$ cat config.mk
export PLATFORM = sky130hd
export DESIGN_NAME = port_ab_alternate_override
export DESIGN_NICKNAME = d
export VERILOG_FILES = /design/src/port_ab_pkg.sv /design/src/pad_resolve.sv /design/src/port_ab_alternate_override.sv
export SDC_FILE = /design/constraint.sdc
export NUM_CORES = 1
export LEC_CHECK = 0
export BUFFER_PORTS_ARGS = -buffer_cell sky130_fd_sc_hd__buf_2
export CAP_MARGIN = 0
export CORE_MARGIN = 8
export CORE_UTILIZATION = 36
export CTS_CLUSTER_SIZE = 40
export DETAILED_ROUTE_END_ITERATION = 8
export PLACE_DENSITY = 0.83
export SYNTH_ARGS = -nofsm -noshare
export SYNTH_HDL_FRONTEND = slang
export SYNTH_SLANG_ARGS = --single-unit
$ cat constraint.sdc
create_clock -name clk_sys -period 2.05 [get_ports clk_sys]
set_clock_uncertainty 0.05 [all_clocks]
set_input_delay 0.1025 -clock clk_sys [delete_from_list [all_inputs] [get_ports clk_sys]]
set_output_delay 0.1025 -clock clk_sys [all_outputs]
set_load 0.02 [all_outputs]
$ cat src/port_ab_pkg.sv
// port_ab_pkg: shared types and constants for the port a/b override logic
// assumes a single clock domain, clk_sys at 200 MHz, no register bus
package port_ab_pkg;

  // ----------------------------------------------------------------
  // widths and pin positions
  // ----------------------------------------------------------------
  localparam int PORT_W      = 8;
  localparam int LCD_SEG_LO  = 4;   // first port a pin used as segment driver
  localparam int SPI_SS_BIT  = 0;
  localparam int SPI_SCK_BIT = 1;
  localparam int SPI_MOSI_BIT = 2;
  localparam int SPI_MISO_BIT = 3;
  localparam int TMR_LO_BIT  = 4;   // first port b pin with compare output

  // ----------------------------------------------------------------
  // reset values
  // ----------------------------------------------------------------
  localparam logic [7:0] PORT_RST   = 8'h00;
  localparam logic [1:0] DUTY_RST   = 2'h0;

  // one pin's resolved pad controls
  typedef struct packed {
    logic pullOn;     // pull-up enabled
    logic driveOn;    // output driver enabled
    logic outVal;     // value put on the pad when driven
    logic inputOn;    // digital input not clamped
  } pad_ctrl_t;

  // one pin's override set
  typedef struct packed {
    logic pullOverrideEn;
    logic pullOverrideVal;
    logic dirOverrideEn;
    logic dirOverrideVal;
    logic valueOverrideEn;
    logic valueOverrideVal;
    logic toggleOverrideEn;
    logic inputEnOverrideEn;
    logic inputEnOverrideVal;
  } override_t;

  // port register bits for one port: direction and output latch
  typedef struct packed {
    logic [7:0] dirBits;
    logic [7:0] outLatch;
  } port_regs_t;

  // spi side of port b
  typedef struct packed {
    logic spiOn;
    logic spiMasterSelect;
    logic slaveOut;
    logic masterOut;
    logic clockOut;
  } spi_ctrl_t;

  // digital inputs handed to the spi
  typedef struct packed {
    logic masterIn;
    logic slaveIn;
    logic clockIn;
    logic slaveSelect;
  } spi_in_t;

endpackage

$ cat src/pad_resolve.sv
// pad_resolve: applies one pin's override set to its port bits
// assumes overrides come from logic on the same clock; purely combinational
`timescale 1ns/1ps
module pad_resolve (
  input  wire port_ab_pkg::override_t ovr,
  input  wire logic                   dirBit,
  input  wire logic                   outLatchBit,
  input  wire logic                   globalPullupOff,
  input  wire logic                   sleepClamp,
  output      port_ab_pkg::pad_ctrl_t pad
);
  import port_ab_pkg::*;

  logic latchEff;

  // ----------------------------------------------------------------
  // generic override merge
  // ----------------------------------------------------------------
  // toggle flips the latch before it reaches pull-up and value paths
  always_comb begin
    latchEff = outLatchBit ^ ovr.toggleOverrideEn;
    pad.pullOn = ovr.pullOverrideEn ? ovr.pullOverrideVal
                 : (~dirBit & latchEff & ~globalPullupOff);
    pad.driveOn = ovr.dirOverrideEn ? ovr.dirOverrideVal : dirBit;
    // value override only counts while the driver is on
    pad.outVal = (pad.driveOn & ovr.valueOverrideEn) ? ovr.valueOverrideVal
                 : latchEff;
    pad.inputOn = ovr.inputEnOverrideEn ? ovr.inputEnOverrideVal
                  : ~sleepClamp;
  end

endmodule // pad_resolve

$ cat src/port_ab_alternate_override.sv
// port_ab_alternate_override: alternate-function pad control for ports a and b
// assumes lcd, timer, spi and pin-change units and the sleep controller sit on
// clk_sys; pad inputs arrive from pins and are synchronised here for the port
//
// Behaviour
// - port a pins 4..7 carry lcd segments 0..3 on the analog path
// - port a pins 0..3 carry lcd commons 0..3 on the analog path
// - segment pins: lcd_on forces pull-up off, driver off, input off
// - common pins 1..3 also need duty select above 0, 1, 2
// - port b: compare outputs on 7..4, spi on 3..0, pin-change 15..8
// - compare output replaces port value while its enable is set
// - compare output reaches pin only when software sets direction
// - pin-change mask and group enable force digital input on
// - miso input as master; as slave latch-dir with slave output value
// - mosi input as slave; as master carries master output
// - sck input as slave; as master carries clock output
// - ss input as slave, slave active while ss low; master untouched
// - forced-input spi pins keep pull-up from their output latch
// - raw digital input of spi pins feeds pin-change and spi
// - compare pins also carry the timer pwm output
// - without override, pull-up needs dir 0, latch 1, pull-up-off 0
// - value override acts only while the driver is enabled
// - without input override, input follows the sleep clamp
`timescale 1ns/1ps
module port_ab_alternate_override (
  input  wire logic                    clk_sys,
  input  wire logic                    srst,
  // port registers
  input  wire port_ab_pkg::port_regs_t portA,
  input  wire port_ab_pkg::port_regs_t portB,
  input  wire logic                    globalPullupOff,
  input  wire logic                    sleepClamp,
  // lcd controller
  input  wire logic                    lcdOn,
  input  wire logic [1:0]              lcdDutySelect,
  input  wire logic [3:0]              segmentDrive,
  input  wire logic [3:0]              commonDrive,
  // timers, index 0..3 = pins 4..7
  input  wire logic [3:0]              cmpOutEn,
  input  wire logic [3:0]              cmpOut,
  // pin-change
  input  wire logic [7:0]              pinChangeMask,
  input  wire logic                    pinChangeGroupOn,
  // spi
  input  wire port_ab_pkg::spi_ctrl_t  spiCtrl,
  // pads
  input  wire logic [7:0]              padInA,
  input  wire logic [7:0]              padInB,
  output      port_ab_pkg::pad_ctrl_t [7:0] padA,
  output      port_ab_pkg::pad_ctrl_t [7:0] padB,
  output      logic [7:0]              analogPadPathOe,
  output      logic [7:0]              analogPadPathDrive,
  // digital inputs towards peripherals
  output      logic [7:0]              pinChangeIn,
  output      port_ab_pkg::spi_in_t    spiIn,
  output      logic                    spiSlaveActive,
  output      logic [7:0]              pinReadA,
  output      logic [7:0]              pinReadB
);
  import port_ab_pkg::*;

  override_t  ovrA [PORT_W];
  override_t  ovrB [PORT_W];
  logic [7:0] rawA;
  logic [7:0] rawB;
  logic [7:0] syncA1_reg;
  logic [7:0] syncA1_next;
  logic [7:0] syncA2_reg;
  logic [7:0] syncA2_next;
  logic [7:0] syncB1_reg;
  logic [7:0] syncB1_next;
  logic [7:0] syncB2_reg;
  logic [7:0] syncB2_next;
  logic [3:0] comActive;
  logic       spiMaster;
  logic       spiSlave;

  // ----------------------------------------------------------------
  // lcd qualification
  // ----------------------------------------------------------------
  // common 0 always used; higher commons only as duty grows
  always_comb begin
    comActive[0] = lcdOn;
    comActive[1] = lcdOn & (lcdDutySelect > 2'h0);
    comActive[2] = lcdOn & (lcdDutySelect > 2'h1);
    comActive[3] = lcdOn & (lcdDutySelect > 2'h2);
  end

  // ----------------------------------------------------------------
  // port a override sets
  // ----------------------------------------------------------------
  // lcd takes pads fully: no pull-up, no driver, input clamped
  genvar gi;
  generate
    for (gi = 0; gi < PORT_W; gi++) begin : g_ovr_a
      logic lcdTake;
      assign lcdTake = (gi >= LCD_SEG_LO) ? lcdOn : comActive[gi % 4];
      always_comb begin
        ovrA[gi] = '0;
        ovrA[gi].pullOverrideEn    = lcdTake;
        ovrA[gi].dirOverrideEn     = lcdTake;
        ovrA[gi].inputEnOverrideEn = lcdTake;
      end
      pad_resolve u_pad_a (
        .ovr             (ovrA[gi]),
        .dirBit          (portA.dirBits[gi]),
        .outLatchBit     (portA.outLatch[gi]),
        .globalPullupOff (globalPullupOff),
        .sleepClamp      (sleepClamp),
        .pad             (padA[gi])
      );
    end
  endgenerate

  // analog path: segments on 7..4, commons on 3..0
  always_comb begin
    analogPadPathDrive = {segmentDrive, commonDrive};
    analogPadPathOe    = {{4{lcdOn}}, comActive};
  end

  // ----------------------------------------------------------------
  // port b override sets
  // ----------------------------------------------------------------
  // spi mode decode; master/slave sense per pin as the pin text reads
  always_comb begin
    spiMaster = spiCtrl.spiOn & spiCtrl.spiMasterSelect;
    spiSlave  = spiCtrl.spiOn & ~spiCtrl.spiMasterSelect;
  end

  generate
    for (gi = 0; gi < PORT_W; gi++) begin : g_ovr_b
      logic pcKeep;
      // pin-change keeps the input alive even in deep sleep
      assign pcKeep = pinChangeMask[gi] & pinChangeGroupOn;
      // split per pin group so no compare index is ever formed below pin 4
      if (gi >= TMR_LO_BIT) begin : g_cmp
        // direction left to software so the compare pin needs dir set
        always_comb begin
          ovrB[gi]                    = '0;
          ovrB[gi].valueOverrideEn    = cmpOutEn[gi - TMR_LO_BIT];
          ovrB[gi].valueOverrideVal   = cmpOut[gi - TMR_LO_BIT];
          ovrB[gi].inputEnOverrideEn  = pcKeep;
          ovrB[gi].inputEnOverrideVal = 1'b1;
        end
      end else begin : g_spi
        // pull-up still follows the latch when spi forces input
        always_comb begin
          ovrB[gi]                    = '0;
          ovrB[gi].inputEnOverrideEn  = pcKeep;
          ovrB[gi].inputEnOverrideVal = 1'b1;
          ovrB[gi].pullOverrideVal    = portB.outLatch[gi] & ~globalPullupOff;
          case (gi)
            SPI_MISO_BIT: begin
              ovrB[gi].pullOverrideEn   = spiMaster;
              ovrB[gi].dirOverrideEn    = spiMaster;
              ovrB[gi].valueOverrideEn  = spiSlave;
              ovrB[gi].valueOverrideVal = spiCtrl.slaveOut;
            end
            SPI_MOSI_BIT: begin
              ovrB[gi].pullOverrideEn   = spiSlave;
              ovrB[gi].dirOverrideEn    = spiSlave;
              ovrB[gi].valueOverrideEn  = spiMaster;
              ovrB[gi].valueOverrideVal = spiCtrl.masterOut;
            end
            SPI_SCK_BIT: begin
              ovrB[gi].pullOverrideEn   = spiSlave;
              ovrB[gi].dirOverrideEn    = spiSlave;
              ovrB[gi].valueOverrideEn  = spiMaster;
              ovrB[gi].valueOverrideVal = spiCtrl.clockOut;
            end
            default: begin
              ovrB[gi].pullOverrideEn   = spiSlave;
              ovrB[gi].dirOverrideEn    = spiSlave;
            end
          endcase
        end
      end
      pad_resolve u_pad_b (
        .ovr             (ovrB[gi]),
        .dirBit          (portB.dirBits[gi]),
        .outLatchBit     (portB.outLatch[gi]),
        .globalPullupOff (globalPullupOff),
        .sleepClamp      (sleepClamp),
        .pad             (padB[gi])
      );
    end
  endgenerate

  // ----------------------------------------------------------------
  // digital input path
  // ----------------------------------------------------------------
  // clamp gates the raw pad before any synchroniser, as the pad does
  always_comb begin
    for (int i = 0; i < PORT_W; i++) begin
      rawA[i] = padInA[i] & padA[i].inputOn;
      rawB[i] = padInB[i] & padB[i].inputOn;
    end
  end

  // peripherals take the unsynchronised input; slave-active alone uses ss from the second sync stage
  always_comb begin
    pinChangeIn       = rawB;
    spiIn.masterIn    = rawB[SPI_MISO_BIT];
    spiIn.slaveIn     = rawB[SPI_MOSI_BIT];
    spiIn.clockIn     = rawB[SPI_SCK_BIT];
    spiIn.slaveSelect = rawB[SPI_SS_BIT];
    spiSlaveActive    = spiSlave & ~syncB2_reg[SPI_SS_BIT];
  end

  // ----------------------------------------------------------------
  // port read synchronisers
  // ----------------------------------------------------------------
  // two stages so pin reads never see a metastable level
  always_comb begin
    syncA1_next = srst ? PORT_RST : rawA;
    syncA2_next = srst ? PORT_RST : syncA1_reg;
    syncB1_next = srst ? PORT_RST : rawB;
    syncB2_next = srst ? PORT_RST : syncB1_reg;
  end

  always_ff @(posedge clk_sys) begin
    syncA1_reg <= syncA1_next;
    syncA2_reg <= syncA2_next;
    syncB1_reg <= syncB1_next;
    syncB2_reg <= syncB2_next;
  end

  assign pinReadA = syncA2_reg;
  assign pinReadB = syncB2_reg;

endmodule // port_ab_alternate_override

Yosys cells after proc, flatten, opt, wreduce, memory -nomap -nowiden --
Cells that the tools add are included.
Storage, ports and cells: flip-flop bits (word level) 32, input port bits 85, output and inout port bits 109, word-level logic and storage cells 143
Operators by class: order comparisons 3, mux-type cells 43, bitwise gates (word level) 93
Operator list (count):
- 1-bit bitwise AND | 73
- 1-bit two-way mux | 43
- 1-bit inverter | 20
- 2-bit by 1-bit > comparator with 1-bit output, second input constant | 2
- 2-bit > comparator, second input constant | 1

Logic depth before layout (Yosys ltp) --
word-level depth 5, depth in mapped cells 4, depth with buffers taken out 3

Modules after synthesis --
Synthesis repeated with hierarchy kept, for this count alone.
Unflattened totals: cell total of the unflattened synthesis 243, area, all modules 2317.2 µm²
Modules (own cells, without submodules):
- port_ab_alternate_override | instances 1, cells each 115, area an instance 1236.2 µm², seq. area each 640.6 µm²
- pad_resolve | instances 16, cells each 8, area an instance 67.6 µm², seq. area each 0.0 µm²

Worst setup path after synthesis --
OpenSTA, ideal clock, no wires.
path kind input -> output, start point in lcdDutySelect[1], end point out padA[7] (netlist bit), arrival time 1.136 ns, data required time 1.898 ns, setup slack 0.762 ns, stages on the path 3, buffers on the path 0, path through o21ai_0 -> inv_1 -> nor4b_1
RTL lines:
- start: declaration | line port_ab_alternate_override.sv:35 | input wire logic [1:0] lcdDutySelect,
- end: declaration | line port_ab_alternate_override.sv:49 | output port_ab_pkg::pad_ctrl_t [7:0] padA,

==> run metrics <==
run status finished clean; design internal power 1090 µW; hold_buf cts 6; most used routing layer met2; Synth cell types 22; Final Cycle Share 0.590; Final WS setup 0.840 ns; Die Ht 84.7 µm; CTS tree yes; grt met1 use 0.164; IO Pins 194; TNS Setup 0 ns; Switch Pwr 488 µW; met2 Track Usage GR 0.278; Post-DP HPWL 5090 µm; post-DR wirelength/cell between 15 and 20 µm; core area 4630 µm²; Fin. Hold Viols 0; largest net degree at the start of global routing 27; Worst-path clk slew 0.06 ns; Layout area overhead 47.1%; M3 GR Usage 0.0693; post-CTS resize count 0; Fmax 826 MHz; htree depth 2; arrival time worst endpoint 1.06 ns; Worst EP required between 1.5 and 2 ns; initial DRC count 47; n_diodes 0; crit-path max FO 20; Max Slew Vio Count 0; # rows 25; CP Launch Type primary input; DRC viols 0; Clock Tree Buf Depth 2; register bit total from synthesis 32; switching share of power 0.309; Worst-Skew Late Latency about 0.28 ns; nets 420; slew of the pin with the lowest slew margin 0.461 ns; first-pass GRT wire length 9390 µm; DR pass1 iterations 6; die area 7170 µm²; PD cells 633 nW/µm²; Synth Cell Area approximately 1700 µm²; final count of negative-setup-slack endpoints 0; pre-CTS setup slack 0.833 ns; vias per cell 4.46; vias in the first global route 1890; area occupied by multi-input gates between 700 and 800 µm²; crit path time final between 1 and 1.5 ns; RSZ-0062 raised after global routing no; Synth Net Count ~270; post-route ant nets 0; worst hold path cell count 2; cell taking the most area after synthesis dfxtp_1; Avg Cell Area, Syn between 9 and 10 µm²; CTS Buf Count 5; layout cell share with drive strength beyond 1 0.574; RePlAce Congestion 0.798; Reg power frac 0.409; Fill cells 442; DRT Wirelength 5960 µm; initial core utilization 0.367; register area share after synthesis 0.377; WS Path Type in -> out; Pleak between 0.001 and 0.0015 µW; Hold Path Class in -> reg; Die W between 80 and 90 µm; Comb pwr share 0.279; gr ovfl total 0; post-CTS repair timing setup buffer count 0; Clk pwr share 0.312; ranking of synthesized cells by area dfxtp_1 (38%), buf_4 (17%), nor2b_1 (11%); total track usage 0.162; Yosys top cell area share 0.377; Max Cap Viol 0; CTS root buffer clkbuf_8; VDD IR max 0.248 mV; Buffers on Ports 177; slew margin rel. 0.693; antenna violations before repair 0; Register Area 641 µm²; via count approximately 1700; Worst Reg2Reg Path Length in Cells 1; cells after synthesis about 190; Synth Warn # 0; crit path capture type output port; clock sink total 32
==> critical path: stages <==
cell and delay (ns):
buf_2 0.21, o21ai_0 0.17, inv_1 0.12, nor4b_1 0.24
buf_2 0.21
==> layer usage <==
| metal | routed length [µm] | vias up |
|---|---|---|
| met1 | 2300 | 766 |
| met4 | 169 | 0 |
| met2 | 3010 | 85 |
| met5 | 0 | - |
| met3 | 478 | 16 |
| li1 | - | 872 |
==> power groups by stage <==
stage | logic, µW | clock network, µW | registers [µW]
2_1_floorplan | 291 | 0 | 671
3_3_place_gp | 431 | 0 | 660
3_5_place_dp | 437 | 0 | 661
4_1_cts | 447 | 511 | 647
5_1_grt | 477 | 538 | 648
6_report | 441 | 493 | 647
==> cells in the mapped netlist <==
master and number:
a21boi_0 9, a21oi_1 3, and2_1 10, and3_1 2, and3b_1 2, buf_2 3
buf_4 38, clkbuf_1 2, dfxtp_1 32, inv_1 9, mux2_2 7, nand2_1 4
nand2b_1 4, nand3_1 2, nand3b_1 1, nor2_1 6, nor2b_1 31, nor3_2 1
nor3b_1 13, nor4b_1 7, nor4b_2 1, o21ai_0 1
==> final timing paths <==
check / start / endpoint / slack [ns]
max: lcdOn / padA[7] / 0.84
min: padInA[2] / syncA1_reg[2]$_SDFF_PP0_ / 0.02
max reg2reg: syncB1_reg[0]$_SDFF_PP0_ / pinReadB[0]$_SDFF_PP0_ / 1.45
min reg2reg: syncA1_reg[3]$_SDFF_PP0_ / pinReadA[3]$_SDFF_PP0_ / 0.38
==> logic make-up after synthesis <==
group,Yosys count,synth area share
buffers and inverters,52,0.201
and+or+nand+nor,84,0.324
muxes,7,0.0464
DFF,32,0.377
AOI/OAI and AO/OA,13,0.0515
==> layout make-up <==
cell class	instances	share of cell area
timing repair buffer	183	0.379
multi-input combinational	104	0.287
sequential	32	0.256
clock buffer	7	0.0346
tap	54	0.0270
inverter	9	0.0135
clock inverter	1	0.00300
==> placed cells by master (no fill, tap or decap) <==
master,instances
clkinvlp_4,1
and3_1,2
dlygate4sd3_1,6
o21ai_0,1
nor3b_1,13
mux2_2,7
dfxtp_1,32
nand3_1,2
nor4b_1,7
and2_1,10
a21oi_1,3
nand2b_1,4
a21boi_0,9
nor4b_2,1
clkbuf_1,1
nand3b_1,1
inv_1,9
and3b_1,2
nor2_1,6
nand2_1,4
buf_2,177
nor3_2,1
clkbuf_8,6
nor2b_1,31
==> per-stage QoR <==
step                instance area, µm²  instances  hold WS [ns]  power, µW   util
global placement                  2340        376         0.155       1090  0.506
finish                            2500        390        0.0193       1580  0.540
CTS                               2500        390       0.00642       1610  0.540
detailed placement                2340        376         0.155       1100  0.506
global route                      2500        390       0.00447       1660  0.540
floorplan                         1700        188         0.124        961      -
(Power assumes the default switching activity.)
